--- config.mk ---
export PLATFORM = sky130hd
export DESIGN_NAME = axis_homing_sequencer
export DESIGN_NICKNAME = d
export VERILOG_FILES = /design/src/core/homing_pkg.sv /design/src/core/axis_homing_sequencer.sv
export SDC_FILE = /design/constraint.sdc
export NUM_CORES = 1
export LEC_CHECK = 0
export BUFFER_PORTS_ARGS = -buffer_cell sky130_fd_sc_hd__clkbuf_2
export CELL_PAD_IN_SITES_DETAIL_PLACEMENT = 1
export CELL_PAD_IN_SITES_GLOBAL_PLACEMENT = 2
export CORE_MARGIN = 1.5
export CORE_UTILIZATION = 29
export CTS_BUF_LIST = sky130_fd_sc_hd__clkbuf_16
export CTS_CLUSTER_DIAMETER = 200
export DETAILED_ROUTE_END_ITERATION = 8
export GPL_TIMING_DRIVEN = 0
export HOLD_SLACK_MARGIN = 0.1
export PLACE_DENSITY_LB_ADDON = 0.08
export REMOVE_ABC_BUFFERS = 1
export SYNTH_ARGS = -nofsm -noshare
export SYNTH_HDL_FRONTEND = slang
export SYNTH_SLANG_ARGS = --single-unit
--- constraint.sdc ---
create_clock -name mclk -period 2 [get_ports mclk]
set_input_delay 0.6 -clock mclk [delete_from_list [all_inputs] [get_ports mclk]]
set_output_delay 0.6 -clock mclk [all_outputs]
set_load 0.02 [all_outputs]
--- src/core/homing_pkg.sv ---
// package: homing modes, states, command carrier and decode helpers
package homing_pkg;

	// supported homing mode codes
	localparam logic [3:0] MODE_3 = 4'h3;
	localparam logic [3:0] MODE_4 = 4'h4;
	localparam logic [3:0] MODE_5 = 4'h5;
	localparam logic [3:0] MODE_6 = 4'h6;
	localparam logic [3:0] MODE_7 = 4'h7;
	localparam logic [3:0] MODE_8 = 4'h8;
	localparam logic [3:0] MODE_9 = 4'h9;
	localparam logic [3:0] MODE_10 = 4'ha;

	// default widths and reset values
	localparam int POS_W_DEF = 32;
	localparam logic [3:0] MODE_RST = 4'h0;
	localparam logic DIR_POS = 1'b1;
	localparam logic DIR_NEG = 1'b0;
	localparam logic SPEED_FAST = 1'b0;
	localparam logic SPEED_SLOW = 1'b1;

	// sequencer states, one-hot
	typedef enum logic [5:0] {
		ST_IDLE = 6'h01,
		ST_FAST = 6'h02,
		ST_LIMIT = 6'h04,
		ST_PASS = 6'h08,
		ST_WAIT_OFF = 6'h10,
		ST_ARMED = 6'h20
	} home_state_t;

	// command to the axis drive
	typedef struct packed {
		logic move;
		logic dir_pos;
		logic slow;
	} axis_cmd_t;

	localparam axis_cmd_t CMD_RST = '{move: 1'b0, dir_pos: 1'b0, slow: 1'b0};

	// mode lies in the handled range
	function automatic logic mode_valid(input logic [3:0] m);
		return (m >= MODE_3) && (m <= MODE_10);
	endfunction

	// modes that watch the positive limit switch
	function automatic logic limit_mode(input logic [3:0] m);
		return (m >= MODE_7) && (m <= MODE_10);
	endfunction

	// reverse when switch comes on during the fast seek
	function automatic logic turn_at_on(input logic [3:0] m);
		return (m == MODE_3) || (m == MODE_5) || (m == MODE_7);
	endfunction

	// arm index directly when switch comes on during the fast seek
	function automatic logic arm_at_on(input logic [3:0] m);
		return (m == MODE_4) || (m == MODE_6) || (m == MODE_8);
	endfunction

	// reverse when switch goes off during the slow run
	function automatic logic turn_at_off(input logic [3:0] m);
		return (m == MODE_4) || (m == MODE_6) || (m == MODE_8) || (m == MODE_9);
	endfunction

	// start direction when the switch is already on
	function automatic logic on_start_pos(input logic [3:0] m);
		return (m == MODE_5) || (m == MODE_6) || (m == MODE_9) || (m == MODE_10);
	endfunction

	// start direction when the switch is off
	function automatic logic off_start_pos(input logic [3:0] m);
		return !((m == MODE_5) || (m == MODE_6));
	endfunction

endpackage

--- src/core/axis_homing_sequencer.sv ---
// homing sequencer for one axis, modes 3 to 10
`timescale 1ns/100ps
`default_nettype none

module axis_homing_sequencer
	import homing_pkg::*;
#(
	parameter int POS_W = POS_W_DEF
) (
	input wire logic mclk,
	input wire logic rst_b,
	input wire logic clk_en,
	input wire logic homing_request,
	input wire logic [3:0] home_mode,
	input wire logic home_sw,
	input wire logic pos_limit,
	input wire logic index_pulse,
	input wire logic [POS_W-1:0] position,
	output var axis_cmd_t axis_cmd,
	output logic [POS_W-1:0] home_position,
	output logic home_done,
	output logic busy,
	output logic mode_error
);

	// refuse widths the capture register cannot hold
	if (POS_W < 1) begin : g_bad_width
		$error("POS_W must be at least 1");
	end

	home_state_t state_reg, state_next;
	axis_cmd_t cmd_reg, cmd_next;
	logic [3:0] mode_reg;
	logic req_prev_reg;
	logic idx_prev_reg;
	logic [POS_W-1:0] home_pos_reg;
	logic done_reg;
	logic busy_reg;
	logic bad_mode_reg;
	logic latch;

	// edge detection and request decode
	wire logic req_rise = homing_request && !req_prev_reg;
	wire logic idx_rise = index_pulse && !idx_prev_reg;
	wire logic idle = (state_reg == ST_IDLE);
	wire logic start_ok = idle && req_rise && mode_valid(home_mode);
	wire logic start_bad = idle && req_rise && !mode_valid(home_mode);
	wire logic limit_hit = pos_limit && cmd_reg.dir_pos && limit_mode(mode_reg);

	// sequencer next state and drive command
	always_comb begin
		state_next = state_reg;
		cmd_next = cmd_reg;
		latch = 1'b0;
		unique case (state_reg)
			ST_IDLE: begin
				if (start_ok) begin
					cmd_next.move = 1'b1;
					if (home_sw) begin
						// switch on at start: slow run toward its off edge
						cmd_next.slow = SPEED_SLOW;
						cmd_next.dir_pos = on_start_pos(home_mode);
						state_next = ST_WAIT_OFF;
					end else begin
						// switch off at start: fast seek
						cmd_next.slow = SPEED_FAST;
						cmd_next.dir_pos = off_start_pos(home_mode);
						state_next = ST_FAST;
					end
				end
			end
			ST_FAST: begin
				if (home_sw) begin
					cmd_next.slow = SPEED_SLOW;
					if (turn_at_on(mode_reg)) begin
						cmd_next.dir_pos = !cmd_reg.dir_pos;
						state_next = ST_WAIT_OFF;
					end else if (arm_at_on(mode_reg)) begin
						state_next = ST_ARMED;
					end else begin
						state_next = ST_WAIT_OFF;
					end
				end else if (limit_hit) begin
					// limit reached with switch off: back off fast
					cmd_next.dir_pos = DIR_NEG;
					cmd_next.slow = SPEED_FAST;
					state_next = ST_LIMIT;
				end
			end
			ST_LIMIT: begin
				if (home_sw) begin
					if (mode_reg == MODE_8) begin
						state_next = ST_PASS;
					end else if (mode_reg == MODE_9) begin
						cmd_next.slow = SPEED_SLOW;
						state_next = ST_ARMED;
					end else if (mode_reg == MODE_10) begin
						cmd_next.slow = SPEED_SLOW;
						cmd_next.dir_pos = DIR_POS;
						state_next = ST_WAIT_OFF;
					end else begin
						cmd_next.slow = SPEED_SLOW;
						state_next = ST_WAIT_OFF;
					end
				end
			end
			ST_PASS: begin
				// switch passed, come back fast and seek it again
				if (!home_sw) begin
					cmd_next.dir_pos = DIR_POS;
					state_next = ST_FAST;
				end
			end
			ST_WAIT_OFF: begin
				if (!home_sw) begin
					if (turn_at_off(mode_reg)) begin
						cmd_next.dir_pos = !cmd_reg.dir_pos;
					end
					state_next = ST_ARMED;
				end
			end
			ST_ARMED: begin
				if (idx_rise) begin
					cmd_next.move = 1'b0;
					latch = 1'b1;
					state_next = ST_IDLE;
				end
			end
			default: begin
				cmd_next = CMD_RST;
				state_next = ST_IDLE;
			end
		endcase
	end

	// state, command and edge history
	always_ff @(posedge mclk or negedge rst_b) begin
		if (!rst_b) begin
			state_reg <= ST_IDLE;
			cmd_reg <= CMD_RST;
			req_prev_reg <= 1'b0;
			idx_prev_reg <= 1'b0;
			busy_reg <= 1'b0;
		end else if (clk_en) begin
			state_reg <= state_next;
			cmd_reg <= cmd_next;
			req_prev_reg <= homing_request;
			idx_prev_reg <= index_pulse;
			busy_reg <= (state_next != ST_IDLE);
		end
	end

	// mode capture, home latch and status flags
	always_ff @(posedge mclk or negedge rst_b) begin
		if (!rst_b) begin
			mode_reg <= MODE_RST;
			home_pos_reg <= '0;
			done_reg <= 1'b0;
			bad_mode_reg <= 1'b0;
		end else if (clk_en) begin
			if (start_ok) begin
				mode_reg <= home_mode;
			end
			if (latch) begin
				home_pos_reg <= position;
			end
			done_reg <= latch || (done_reg && !start_ok);
			bad_mode_reg <= start_bad || (bad_mode_reg && !start_ok);
		end
	end

	// outputs straight from registers
	assign axis_cmd = cmd_reg;
	assign home_position = home_pos_reg;
	assign home_done = done_reg;
	assign busy = busy_reg;
	assign mode_error = bad_mode_reg;

	// a valid request starts motion and marks busy
	a_request_starts: assert property (@(posedge mclk) disable iff (!rst_b)
		clk_en && start_ok |=> cmd_reg.move && busy_reg && !done_reg)
		else $error("homing request did not start motion");

	// no motion without a prior accepted request
	a_no_spurious_move: assert property (@(posedge mclk) disable iff (!rst_b)
		!$past(cmd_reg.move) && cmd_reg.move |-> $past(start_ok) && $past(clk_en))
		else $error("axis moved without a homing request");

	// switch level at start picks speed
	a_start_speed: assert property (@(posedge mclk) disable iff (!rst_b)
		clk_en && start_ok |=> cmd_reg.slow == $past(home_sw))
		else $error("start speed does not follow home switch level");

	// modes 3 and 7 starting on move negative
	a_on_start_neg: assert property (@(posedge mclk) disable iff (!rst_b)
		clk_en && start_ok && home_sw && (home_mode == MODE_3 || home_mode == MODE_7)
		|=> !cmd_reg.dir_pos && cmd_reg.slow)
		else $error("mode 3 or 7 with switch on did not run negative slow");

	// modes 5 and 6 starting off seek negative
	a_off_start_neg: assert property (@(posedge mclk) disable iff (!rst_b)
		clk_en && start_ok && !home_sw && (home_mode == MODE_5 || home_mode == MODE_6)
		|=> !cmd_reg.dir_pos && !cmd_reg.slow)
		else $error("mode 5 or 6 with switch off did not seek negative fast");

	// reversal at switch on for modes 3, 5, 7
	a_turn_on_switch: assert property (@(posedge mclk) disable iff (!rst_b)
		clk_en && state_reg == ST_FAST && home_sw && turn_at_on(mode_reg)
		|=> cmd_reg.slow && (cmd_reg.dir_pos != $past(cmd_reg.dir_pos)))
		else $error("no slow reversal when home switch came on");

	// positive limit sends the axis back fast
	a_limit_reverse: assert property (@(posedge mclk) disable iff (!rst_b)
		clk_en && state_reg == ST_FAST && !home_sw && limit_hit
		|=> !cmd_reg.dir_pos && !cmd_reg.slow && state_reg == ST_LIMIT)
		else $error("positive limit did not reverse the axis at first speed");

	// armed run is always slow and moving
	a_armed_slow: assert property (@(posedge mclk) disable iff (!rst_b)
		state_reg == ST_ARMED |-> cmd_reg.slow && cmd_reg.move)
		else $error("index armed while not moving at second speed");

	// index edge stops axis and captures position
	a_index_latch: assert property (@(posedge mclk) disable iff (!rst_b)
		clk_en && state_reg == ST_ARMED && idx_rise
		|=> !cmd_reg.move && done_reg && home_pos_reg == $past(position))
		else $error("index edge did not stop and latch home");

	// index outside the armed state never latches
	a_index_ignored: assert property (@(posedge mclk) disable iff (!rst_b)
		clk_en && state_reg != ST_ARMED && !start_ok |=> $stable(home_pos_reg))
		else $error("home position changed before index was armed");

	// switch off in a reversing mode turns the slow run and arms
	a_off_turns: assert property (@(posedge mclk) disable iff (!rst_b)
		clk_en && state_reg == ST_WAIT_OFF && !home_sw
		&& (mode_reg == MODE_4 || mode_reg == MODE_6
		|| mode_reg == MODE_8 || mode_reg == MODE_9)
		|=> cmd_reg.slow && (cmd_reg.dir_pos != $past(cmd_reg.dir_pos)) && state_reg == ST_ARMED)
		else $error("no slow reversal when home switch went off");

	// switch off in a straight mode arms without turning
	a_off_keeps: assert property (@(posedge mclk) disable iff (!rst_b)
		clk_en && state_reg == ST_WAIT_OFF && !home_sw
		&& (mode_reg == MODE_3 || mode_reg == MODE_5
		|| mode_reg == MODE_7 || mode_reg == MODE_10)
		|=> cmd_reg.slow && (cmd_reg.dir_pos == $past(cmd_reg.dir_pos)) && state_reg == ST_ARMED)
		else $error("direction changed or index not armed at switch off");

	// switch on arms at once in modes 4, 6, 8
	a_on_arms: assert property (@(posedge mclk) disable iff (!rst_b)
		clk_en && state_reg == ST_FAST && home_sw
		&& (mode_reg == MODE_4 || mode_reg == MODE_6 || mode_reg == MODE_8)
		|=> cmd_reg.slow && (cmd_reg.dir_pos == $past(cmd_reg.dir_pos)) && state_reg == ST_ARMED)
		else $error("switch on did not slow down and arm the index");

	// switch on slows without turning in modes 9, 10
	a_fast_slows: assert property (@(posedge mclk) disable iff (!rst_b)
		clk_en && state_reg == ST_FAST && home_sw && (mode_reg == MODE_9 || mode_reg == MODE_10)
		|=> cmd_reg.slow && (cmd_reg.dir_pos == $past(cmd_reg.dir_pos))
		&& state_reg == ST_WAIT_OFF)
		else $error("switch on did not slow the seek");

	// mode 8 backing off from the limit passes the switch fast
	a_limit_pass: assert property (@(posedge mclk) disable iff (!rst_b)
		clk_en && state_reg == ST_LIMIT && home_sw && mode_reg == MODE_8
		|=> state_reg == ST_PASS && !cmd_reg.slow && !cmd_reg.dir_pos)
		else $error("mode 8 did not pass the switch at first speed");

	// switch passed: come back positive fast
	a_pass_return: assert property (@(posedge mclk) disable iff (!rst_b)
		clk_en && state_reg == ST_PASS && !home_sw
		|=> state_reg == ST_FAST && cmd_reg.dir_pos && !cmd_reg.slow)
		else $error("no fast positive return after passing the switch");

	// modes 7, 9 keep backing off slowly on the switch
	a_limit_keep: assert property (@(posedge mclk) disable iff (!rst_b)
		clk_en && state_reg == ST_LIMIT && home_sw && (mode_reg == MODE_7 || mode_reg == MODE_9)
		|=> cmd_reg.slow && !cmd_reg.dir_pos && cmd_reg.move)
		else $error("limit run did not slow down negative on the switch");

	// mode 10 turns positive slow on the switch after the limit
	a_limit_turn: assert property (@(posedge mclk) disable iff (!rst_b)
		clk_en && state_reg == ST_LIMIT && home_sw && mode_reg == MODE_10
		|=> cmd_reg.slow && cmd_reg.dir_pos && state_reg == ST_WAIT_OFF)
		else $error("mode 10 did not turn slow at the switch");

	// modes 5, 6, 9, 10 starting on run positive slow
	a_on_start_pos: assert property (@(posedge mclk) disable iff (!rst_b)
		clk_en && start_ok && home_sw && (home_mode == MODE_5 || home_mode == MODE_6
		|| home_mode == MODE_9 || home_mode == MODE_10)
		|=> cmd_reg.dir_pos && cmd_reg.slow)
		else $error("start on the switch did not run positive slow");

	// modes 3, 4, 7 to 10 starting off seek positive fast
	a_off_start_pos: assert property (@(posedge mclk) disable iff (!rst_b)
		clk_en && start_ok && !home_sw && (home_mode == MODE_3 || home_mode == MODE_4
		|| home_mode == MODE_7 || home_mode == MODE_8 || home_mode == MODE_9
		|| home_mode == MODE_10)
		|=> cmd_reg.dir_pos && !cmd_reg.slow)
		else $error("start off the switch did not seek positive fast");

	// refused mode flags an error and leaves the axis still
	a_bad_mode: assert property (@(posedge mclk) disable iff (!rst_b)
		clk_en && start_bad |=> mode_error && !busy && !cmd_reg.move)
		else $error("refused mode did not flag or started motion");

	// low clock enable holds state, command, home position and done flag
	a_enable_freeze: assert property (@(posedge mclk) disable iff (!rst_b)
		!clk_en |=> $stable(state_reg) && $stable(cmd_reg) && $stable(home_pos_reg)
		&& $stable(done_reg))
		else $error("state changed while clock enable was low");

endmodule // axis_homing_sequencer

`default_nettype wire

### Word-level counts from Yosys, hierarchy flattened

Index checks and enable logic that the tools add are counted.

* flip-flop bits (word level): 50
* bits in latches: 0
* RAM bits: 0
* bits in read-only memories: 0
* input bits: 43
* memories kept: 0

* add/sub/neg operators: 0
* multiply operators: 0
* div/mod/pow operators: 0
* magnitude comparators: 4
* eq/ne operators: 30
* shift operators: 0
* mux-type cells: 31
* bitwise logic cells: 3
* reductions and logical operators: 34

Operators by type and width (count)
* $mux W6: 11
* $pmux W6 S6: 1
* $eq A4 B3 Y1 const B: 6
* $eq A4 B4 Y1 const B: 5
* $ne A2 B2 Y1 const B: 8
* $reduce_and A12 Y1: 1
* $logic_and A1 B1 Y1: 11
* $logic_or A1 B1 Y1: 10
* $mux W2: 5
* $mux W1: 9
* $le A4 B4 Y1 const B: 2
* $eq A6 B1 Y1 const B: 1
* $eq A6 B2 Y1 const B: 1
* $eq A6 B3 Y1 const B: 1
* $eq A6 B4 Y1 const B: 1
* $eq A6 B5 Y1 const B: 1
* $eq A6 B6 Y1 const B: 1
* $logic_not A1 Y1: 6
* $ne A3 B3 Y1 const B: 2
* $ne A6 B1 Y1 const B: 1
* $pmux W1 S6: 1
* $reduce_and A6 Y1: 1
* $mux W5: 1
* $eq A4 B2 Y1 const B: 1
* other kinds (11): 14

### Logic depth before layout (Yosys ltp)

Gate-level depths: netlist (run 1).

* depth in word-level cells: 8
* gate-level depth with buffers: 8
* depth with buffers taken out: 6

### Worst setup path before layout (run 1)

OpenSTA, ideal clock, no wires.

* path type: input port to flip-flop
* start point: in home_mode[3]
* end point: reg cmd_reg (netlist bit axis_cmd[2])
* setup time: 0.125 ns
* data arrival time: 1.937 ns
* required time: 1.875 ns
* setup slack: -0.063 ns
* stages: 6
* buffers on the path: 1
* path through: clkbuf_1 xnor2_1 a21bo_2 nand3_1 nor4b_4 mux2_4

* longest elaborated chain between the ends: 5
* elaborated cells on any way between the ends: 6

Ends and longest elaborated chain
* start: declaration: line axis_homing_sequencer.sv:14 `input wire logic [3:0] home_mode,`
* $ge A4 B2 Y1 or $le A4 B4 Y1 (tied branches): line homing_pkg.sv:43 `return (m >= MODE_3) && (m <= MODE_10);`
* $logic_and A1 B1 Y1 (*): line homing_pkg.sv:43
* $logic_and A1 B1 Y1 (*): line axis_homing_sequencer.sv:46 `wire logic start_ok = idle && req_rise && mode_valid(home_mode);`
* $ne A2 B1 Y1 (no line) (*)
* $reduce_and A4 Y1 (no line) (*)
* end signal: assignment: line axis_homing_sequencer.sv:146 `cmd_reg <= cmd_next;`
* end: declaration: line axis_homing_sequencer.sv:32 `axis_cmd_t cmd_reg, cmd_next;`

Mark *: on every way between the ends. The rest lies on a longest branch, timed or not.
A chain may end at the register's enable or synchronous reset.

### Final worst setup path (run 1)

* start point: reg state_reg[4]
* end point: reg state_reg[5]

* longest elaborated chain between the ends: 5
* elaborated cells on any way between the ends: 10

Ends and longest elaborated chain
* start: declaration: line axis_homing_sequencer.sv:31 `home_state_t state_reg, state_next;`
* start signal: assignment: line axis_homing_sequencer.sv:145 `state_reg <= state_next;`
* $eq A6 B1 Y1: line axis_homing_sequencer.sv:45, axis_homing_sequencer.sv:55
* $logic_and A1 B1 Y1 (2 in a row): line axis_homing_sequencer.sv:46
* $mux W6: line axis_homing_sequencer.sv:57 `if (start_ok) begin`
* $pmux W6 S6 (*): line axis_homing_sequencer.sv:55 `unique case (state_reg)`

Marks and branches as above.

==> run metrics, run 1 <==
GRT Util Overall=14.2%; Crit Path Class=reg -> reg; Cell Count, Final, Fillers Out=411; cell family with most CP delay=simple AND/OR/NAND/NOR gates; vias in the first global route=2,095; Max-cap violations=0; Max stage delay cell, worst path=or4_4; Area Growth Syn to Fin=34.2%; Post-synth top flop=dfrtp_1; crit-path max FO=6; post-synthesis mux area share=21.9%; crit share post-route=101%; Reg area=1260 sq um; post-route setup TNS=-0.0199 ns; Commonest cells post-synth=dfrtp_1 (49), mux2_4 (31), nand2_1 (15); Synth top area share=a little under half; first-pass GRT wire length=10.8 mm; synthesized cell area=2580 sq um; Synth Area in Compound Gates=10.4%; Ports=81; Synth area leaders=dfrtp_1 (47%), mux2_4 (18%), mux2_1 (2.6%), buf_6 (2.2%), nand2_1 (2.2%); Syn Area/Cell=12.3 sq um; post-synthesis sequential area ratio=between 40% and 50%; Final Slew Violations=0; largest family of logic cells by synthesized area=multiplexers; antenna violations before repair=0; Peak VDD IR=0.000581 V; DP HPWL=4.48 mm; n_diodes=0; Post-Synth Adder-Cell Area=0%; insertion delay to the later sink of the worst-skew pair=0.29 ns; remaining antenna violation count=0; Synth Area in Simple Gates=13.9%; Yosys top cell by area=dfrtp_1; die area=~9500 sq um; share of cells above drive strength 1=55.4%; slew of the pin with the lowest slew margin=0.358 ns; FFs w/ async S/R, synth=between 90% and 100%; Nets=346; Leak=1.78 nW; Starting DRT DRC Count=65; gr ovfl total=0; critical path capture point type=register; Avg WL per Cell=16.2 microns; Post-synth EDFFs=0; worst hold slack=0.195 ns; CP peak stage delay=a little over 0.6 ns; DR vias=1,950; Die Span Y=97.4 microns; H-tree depth=2; Unique masters post-synth=49; Post-DP Area=3060 sq um; PortBufs=80; Final setup viols=1; Worst Path Buf+Inv=0; Clock Skew=0.00443 ns; Synthesis Warnings=0; Final Hold Fails=0; final worst slack=-0.0199 ns; synthesized flop and latch total=50; Rows=34; fin crit period=2.02 ns; status=complete, but fails checks; Routability Congestion=0.730; largest net degree at the start of global routing=51; Syn Inst Count=210; multi-input logic area=around 1300 sq um; CTS tree=yes; clock sink count=50; Max-slew headroom=76.1%; CP Launch Type=register; Die W=97.4 microns; Fillers=between 900 and 1,000; CP arrival=between 2 and 2.5 ns; CP cell instances=or4_4, or2_4, o31ai_1, o21ai_1, a41oi_2; failing checks=setup timing; Worst EP required=2.21 ns; Overall Power=about 0.0043 W; root buffer cell=clkbuf_16; max FFs per register=32; RSZ-0062 raised after global routing=true; Hold Crit Class=in -> async; Routed WL=roughly 6.7 mm; Initial Utilization=between 20% and 30%; First-pass DRT Iterations=4; CTS Buf Count=5; Worst-path clk slew=~0.070 ns; DRC Markers=0; fmax=around 500 MHz; top-count cell post-synth=dfrtp_1; dpl cells=about 390; Hold Buf Count CTS=0; Vias per Instance=~4.7; Pwr Density=1230 nW/um^2; CTS Buffer Depth=2; Design Area, Final=between 3000 and 4000 sq um; Post-Synth XOR/XNOR Area=~1.4%; core area=8680 sq um
==> cells by family (layout without fill, tap and decap cells) <==
group / after synthesis / after routing
DFF: 50 / 50
and+or+nand+nor: 59 / 59
AOI/OAI and AO/OA: 41 / 41
buffers and inverters: 16 / 109
muxes: 40 / 40
xor gates and xnor gates: 4 / 4
==> worst paths after layout <==
path                       slack [ns]    startpoint  cells past startpoint           end
setup / recovery                -0.02  state_reg[4]                      5  state_reg[5]
max in group asynchronous        1.22         rst_b                      2  state_reg[0]
hold reg to reg                  0.49     home_done                      2     home_done
min in group mclk                0.49     home_done                      2     home_done
hold / removal                   0.20         rst_b                      1   mode_reg[0]
setup reg to reg                -0.02  state_reg[4]                      5  state_reg[5]
==> metrics by stage <==
stage	setup slack (ns)	util, %
floorplan	-0.537	-
global placement	-1.13	35.0
detailed placement	-0.439	35.2
CTS	-0.00698	37.9
global route	-0.0880	40.0
finish	-0.0199	40.0
==> cells in the final DEF (no fill, tap or decap), drive strengths merged, types with 3 or more instances in the layout <==
cell type | Yosys | layout
nor3 | 3 | 3
inv | 5 | 6
mux2 | 39 | 39
nand2 | 15 | 15
dfrtp | 49 | 49
nor2 | 11 | 11
nor2b | 5 | 5
nor4 | 4 | 4
a21oi | 9 | 9
o21ai | 14 | 14
clkbuf | 2 | 86
buf | 9 | 16
nand3 | 5 | 5
==> cell type report <==
cell class | instances | area share, %
timing repair buffer | 97 | 17.1
multi-input combinational | 144 | 38.3
inverter | 5 | 0.541
clock inverter | 2 | 0.325
clock buffer | 5 | 3.61
sequential | 50 | 36.3
tap | 108 | 3.90
==> timing repair <==
item                       CTS  global route
setup endpoints to repair   35            36
pin swaps                    6             4
setup buffers                6             6
gates cloned                 0             3
resized for setup           16            11
==> metal layers <==
layer,track usage (%),vias to the layer above,wire length (microns)
met5,0,-,0
met4,3.96,0,65
met3,4.39,5,393
met2,22.9,50,3180
met1,18.6,958,3040
li1,-,937,-
==> power by group <==
part | total, W | switching, W | internal, W | leakage, nW
Sequential | 0.00168 | 0.000271 | 0.00141 | 0.623
Combinational | 0.00175 | 0.000889 | 0.000858 | 1.09
Clock | 0.000827 | 0.000374 | 0.000453 | 0.0671
Total | 0.00425 | 0.00153 | 0.00272 | 1.78
Power figures use the tool's default switching activity.
==> run 2: changes to the inputs <==
--- a/config.mk
+++ b/config.mk
@@ -13,7 +13,6 @@
 export CTS_BUF_LIST = sky130_fd_sc_hd__clkbuf_16
 export CTS_CLUSTER_DIAMETER = 200
 export DETAILED_ROUTE_END_ITERATION = 8
-export GPL_TIMING_DRIVEN = 0
 export HOLD_SLACK_MARGIN = 0.1
 export PLACE_DENSITY_LB_ADDON = 0.08
 export REMOVE_ABC_BUFFERS = 1
==> run 2 against run 1 <==
  * The run now ends clean
  * Maximum frequency grew 1.2%
  * Critical endpoint unchanged
  * Sequential power is essentially flat
  * Routed wire length grew 3.1%
  * Cell count grew 6.6%
  * Worst setup slack gained 0.024 ns
  * Utilization grew 2.8 points
  * Power grew 2.1%
  * Clock-buffer cell count is the same
  * Clock skew grew 0.0016 ns
==> run metrics, run 2 (same netlist as run 1, synthesis figures left out) <==
status=completed; Die W=97.4 microns; First-pass DRT Iterations=3; metal2 WL=~3.4 mm; gr ovfl total=0; Leak=1.92 nW; antenna violations before repair=0; dpl cells=421; Crit Path Class=reg -> reg; Final Hold Fails=0; Cell Count, Final, Fillers Out=438; Hold Buf Count CTS=0; Vias per Instance=4.72; Routability Congestion=0.745; H-tree depth=2; Worst EP required=2.19 ns; DR vias=2,068; Final Slew Violations=0; Worst R2R Setup Slack=around 0.0042 ns; insertion delay to the later sink of the worst-skew pair=just under 0.3 ns; Hold Crit Class=in -> async; PortBufs=80; vias in the first global route=2,238; CTS tree=yes; root buffer cell=clkbuf_16; most frequent cells in the layout=clkbuf_2 (80), dfrtp_1 (44), buf_4 (37), mux2_4 (34), nand2_1 (15); Starting DRT DRC Count=76; Rows=34; Die Span Y=a little under 100 microns; Initial Utilization=about 30%; Fillers=985; fmax=501 MHz; CP Launch Type=register; die area=9480 sq um; largest net degree at the start of global routing=51; core area=between 8000 and 9000 sq um; remaining antenna violation count=0; Worst-path clk slew=around 0.060 ns; Worst R2R Path Depth=5; Crit. Startpoint=state_reg[5]; slew of the pin with the lowest slew margin=0.372 ns; Final setup viols=0; critical path capture point type=register; Area Growth Syn to Fin=43.5%; CTS Buf Count=5; metal3 WL=342 microns; Post-DP Area=3320 sq um; Routed WL=6.88 mm; Max-slew headroom=74.5%; Peak VDD IR=~0.00058 V; CP arrival=2.19 ns; first-pass GRT wire length=11.3 mm; share of cells above drive strength 1=between 50 and 60%; Avg WL per Cell=15.7 microns; GRT Util Overall=roughly 15%; Design Area, Final=3710 sq um; DP HPWL=4.88 mm; CTS Buffer Depth=2; R2R Path End=state_reg[5]; reg2reg start=state_reg[5]; DR top layer=met4; crit-path max FO=6; DRC Markers=0; Nets=~370; n_diodes=0; clock sink count=50; fin crit period=2.00 ns; commonest non-fill, non-tap cell in the layout=clkbuf_2; Ports=81; crit share post-route=99.8%; Clock Skew=0.00600 ns; worst hold slack=0.295 ns; Pwr Density=1170 nW/um^2; RSZ-0062 raised after global routing=true; Max-cap violations=0; max FFs per register=32; Final Util=approximately 43%; M1 WL=3.09 mm
==> run 2: cell types whose count changed in the layout (fill, tap and decap cells not counted), sizes merged <==
cell      change
buf          +26
clkinvlp      -1
clkinv        +2
==> run 2: per-layer routing <==
layer	vias to the layer above	GRT usage (%)
met2	48	25.3
met3	7	4.03
met4	0	3.96
met5	-	0
met1	1029	18.8
li1	984	-
==> run 2: layout make-up <==
type / count / area (sq um) / share of cell area, %
Tap cell: 108 / 135 / 3.64
Clock inverter: 3 / 17.5 / 0.472
Sequential cell: 50 / 1260 / 34.0
Clock buffer: 5 / 125 / 3.37
Inverter: 5 / 18.8 / 0.506
Multi-Input combinational cell: 144 / 1360 / 36.7
Timing Repair Buffer: 123 / 793 / 21.4
==> run 2: worst max path at each step <==
stage | to | slack, ns
finish | state_reg[5] | 0.004
CTS | axis_cmd[0] | -0.0003
detailed placement | axis_cmd[0] | -0.32
floorplan | home_position[0] | -0.54
global placement | axis_cmd[0] | -0.23
global route | axis_cmd[1] | -0.05
==> run 2: power breakdown <==
| group | internal (W) | switching (W) | leakage (nW) | total, W |
|---|---|---|---|---|
| Sequential | 0.00141 | 0.000261 | 0.622 | 0.00167 |
| Combinational | 0.000919 | 0.000919 | 1.22 | 0.00184 |
| Clock | 0.000460 | 0.000372 | 0.0750 | 0.000831 |
| Total | 0.00279 | 0.00155 | 1.92 | 0.00434 |
==> run 2: what timing repair did <==
action	in CTS	in global routing
setup endpoints to repair	34	19
resized for setup	9	25
gates cloned	1	1
setup buffers	2	5
endpoints found under the hold margin	0	0
pin swaps	5	13
==> run 2: critical path, stage by stage, from the launching register on <==
cell and delay [ns]:
dfrtp_2 0.44, or4_4 0.62, or2_1 0.28, o31ai_1 0.23
o21ai_1 0.13, a41oi_2 0.20
==> run 2: metrics by stage <==
stage | power, W | setup WS [ns] | TNS, ns
floorplan | 0.00276 | -0.537 | -16.47
global placement | 0.00342 | -0.225 | -0.876
detailed placement | 0.00343 | -0.319 | -1.41
CTS | 0.00432 | -0.000308 | -0.000308
global route | 0.00460 | -0.0549 | -1.57
finish | 0.00434 | 0.00418 | 0
==> run 3: changes to the inputs <==
--- a/config.mk
+++ b/config.mk
@@ -9,7 +9,7 @@
 export CELL_PAD_IN_SITES_DETAIL_PLACEMENT = 1
 export CELL_PAD_IN_SITES_GLOBAL_PLACEMENT = 2
 export CORE_MARGIN = 1.5
-export CORE_UTILIZATION = 29
+export CORE_UTILIZATION = 32
 export CTS_BUF_LIST = sky130_fd_sc_hd__clkbuf_16
 export CTS_CLUSTER_DIAMETER = 200
 export DETAILED_ROUTE_END_ITERATION = 8
==> constraint.sdc (replaced) <==
create_clock -name mclk -period 2.1 [get_ports mclk]
set_input_delay 0.63 -clock mclk [delete_from_list [all_inputs] [get_ports mclk]]
set_output_delay 0.63 -clock mclk [all_outputs]
set_load 0.02 [all_outputs]
==> run 3 against run 2 <==
  * Maximum frequency decreased by 1.6%
  * Critical endpoint is now home_position[31]
  * First-iteration DRC count up 17%
  * Sequential share of layout area grew 2.6 points
  * Clock-buffer cell count unchanged
  * Utilization rose by 1.4 points
  * Power decreased by 4.7%
  * Non-clock buffer count down 18
  * Highest routed layer unchanged
  * Largest power group unchanged
  * Worst setup slack gained 0.067 ns
  * Clock power is 11% higher
  * Cell area down 7.5%
==> run metrics, run 3 (same netlist as run 1, synthesis figures left out) <==
status=completed; most frequent cells in the layout=clkbuf_2 (80), dfrtp_1 (48), mux2_4 (31), buf_4 (23), nand2_1 (15); DP HPWL=around 4.7 mm; antenna violations before repair=0; reg2reg start=state_reg[4]; Final Slew Violations=0; Peak VDD IR=between 0.0007 and 0.0008 V; n_diodes=0; GRT Util Overall=15.7%; First-pass DRT Iterations=4; slew of the pin with the lowest slew margin=about 0.39 ns; final worst slack=~0.07 ns; clock sink count=50; Switch Pwr=around 0.0014 W; Power Internal=0.00269 W; combinational share of power=39.3%; cell family with most CP delay=simple AND/OR/NAND/NOR gates; share of cells above drive strength 1=51.6%; commonest non-fill, non-tap cell in the layout=clkbuf_2; max FFs per register=32; sequential power share=38.5%; Post-DP Area=3230 sq um; CP arrival=2.20 ns; Final Hold Fails=0; Avg WL per Cell=15.3 microns; Nets=354; Setup WS pre-CTS=-0.171 ns; Die Span Y=92.9 microns; Worst-path clk slew=0.07 ns; Initial Utilization=approximately a third; Hold Crit Class=in -> async; Routed WL=~6.3 mm; Worst R2R Path Depth=6; Worst R2R Setup Slack=0.07 ns; Max-cap violations=0; Leak=around 1.8 nW; worst hold slack=0.325 ns; CTS tree=yes; Area Growth Syn to Fin=32.8%; core area=7770 sq um; RSZ-0062 raised after global routing=true; Routability Congestion=0.759; vias in the first global route=2,098; clock group share of total power=between 20% and 30%; Design Area, Final=3430 sq um; Vias per Instance=~4.8; insertion delay to the later sink of the worst-skew pair=0.29 ns; crit share post-route=96.6%; Starting DRT DRC Count=89; CTS Buffer Depth=2; largest net degree at the start of global routing=51; Die W=92.9 microns; Worst Path Buf+Inv=1; Rows=32; crit-path max FO=33; Clock Skew=0.00726 ns; critical path capture point type=register; CP Launch Type=register; gr ovfl total=0; Max-slew headroom=74.0%; CTS Buf Count=5; Switching Fraction=35.0%; fin crit period=2.03 ns; Pwr Density=approximately 1200 nW/um^2; Ports=slightly above 80; first-pass GRT wire length=between 10 and 15 mm; fmax=about 500 MHz; H-tree depth=2; Final Util=roughly 44%; root buffer cell=clkbuf_16; R2R Path End=home_position[31]; Max stage delay cell, worst path=dfrtp_2; CP peak stage delay=0.46 ns; PortBufs=80; DR vias=1,976; CP cell instances=nor4b_2, and2_4, nand3b_1, or2_2, buf_12, mux2_1; Crit Path Class=reg -> reg; Overall Power=approximately 0.0041 W; remaining antenna violation count=0; DRC Markers=0; Worst EP required=2.27 ns; die area=roughly 8600 sq um; Final setup viols=0
[run 3: cell type report]
| class | instances | area [sq um] |
|---|---|---|
| clock inverters | 3 | 41.3 |
| well taps | 102 | 128 |
| multi-input cells | 144 | 1250 |
| flip-flops and latches | 50 | 1250 |
| repair buffers | 105 | 613 |
| inverters | 5 | 18.8 |
| fillers | 898 | 4340 |
| clock buffers | 5 | 125 |
[run 3: worst register-to-register path: cells and delay by family, from the launching register on]
family | cells | cell delay [ns]
muxes | 1 | 0.35
buffers and inverters | 1 | 0.20
DFF | 1 | 0.46
and+or+nand+nor | 4 | 0.91
[run 3: metal layers]
metal	up-vias	wire [microns]	global-route usage (%)
li1	955	-	-
met1	961	2970	20.6
met2	56	2900	24.9
met3	4	422	4.43
met4	0	54	5.30
met5	-	0	0
[run 3: what timing repair did]
action                     4_1_cts  5_1_grt
setup endpoints to repair        2       34
pin swaps                        0        3
hold buffers                     0        0
setup buffers                    0        2
resized for setup                1        5
[run 3: worst max path at each step]
stage,cells after the start,end,start
floorplan,5,home_position[0],state_reg[0]
global placement,7,axis_cmd[2],home_mode[1]
detailed placement,7,axis_cmd[0],home_mode[1]
CTS,6,home_position[0],state_reg[4]
global route,6,home_position[31],state_reg[4]
finish,6,home_position[31],state_reg[4]
[run 3: power by group through the flow]
stage               combinational (W)  clock, W  sequential [W]
CTS                           0.00165  0.000955         0.00160
floorplan                    0.000635         0         0.00199
finish                        0.00162  0.000921         0.00159
global placement              0.00162         0         0.00160
detailed placement            0.00164         0         0.00160
global route                  0.00175   0.00100         0.00166
[run 3: through the flow]
step / TNS [ns] / cells
floorplan: -13.17 / 199
global placement: -0.251 / 404
detailed placement: -0.398 / 404
CTS: 0 / 412
global route: -0.0368 / 414
finish: 0 / 414
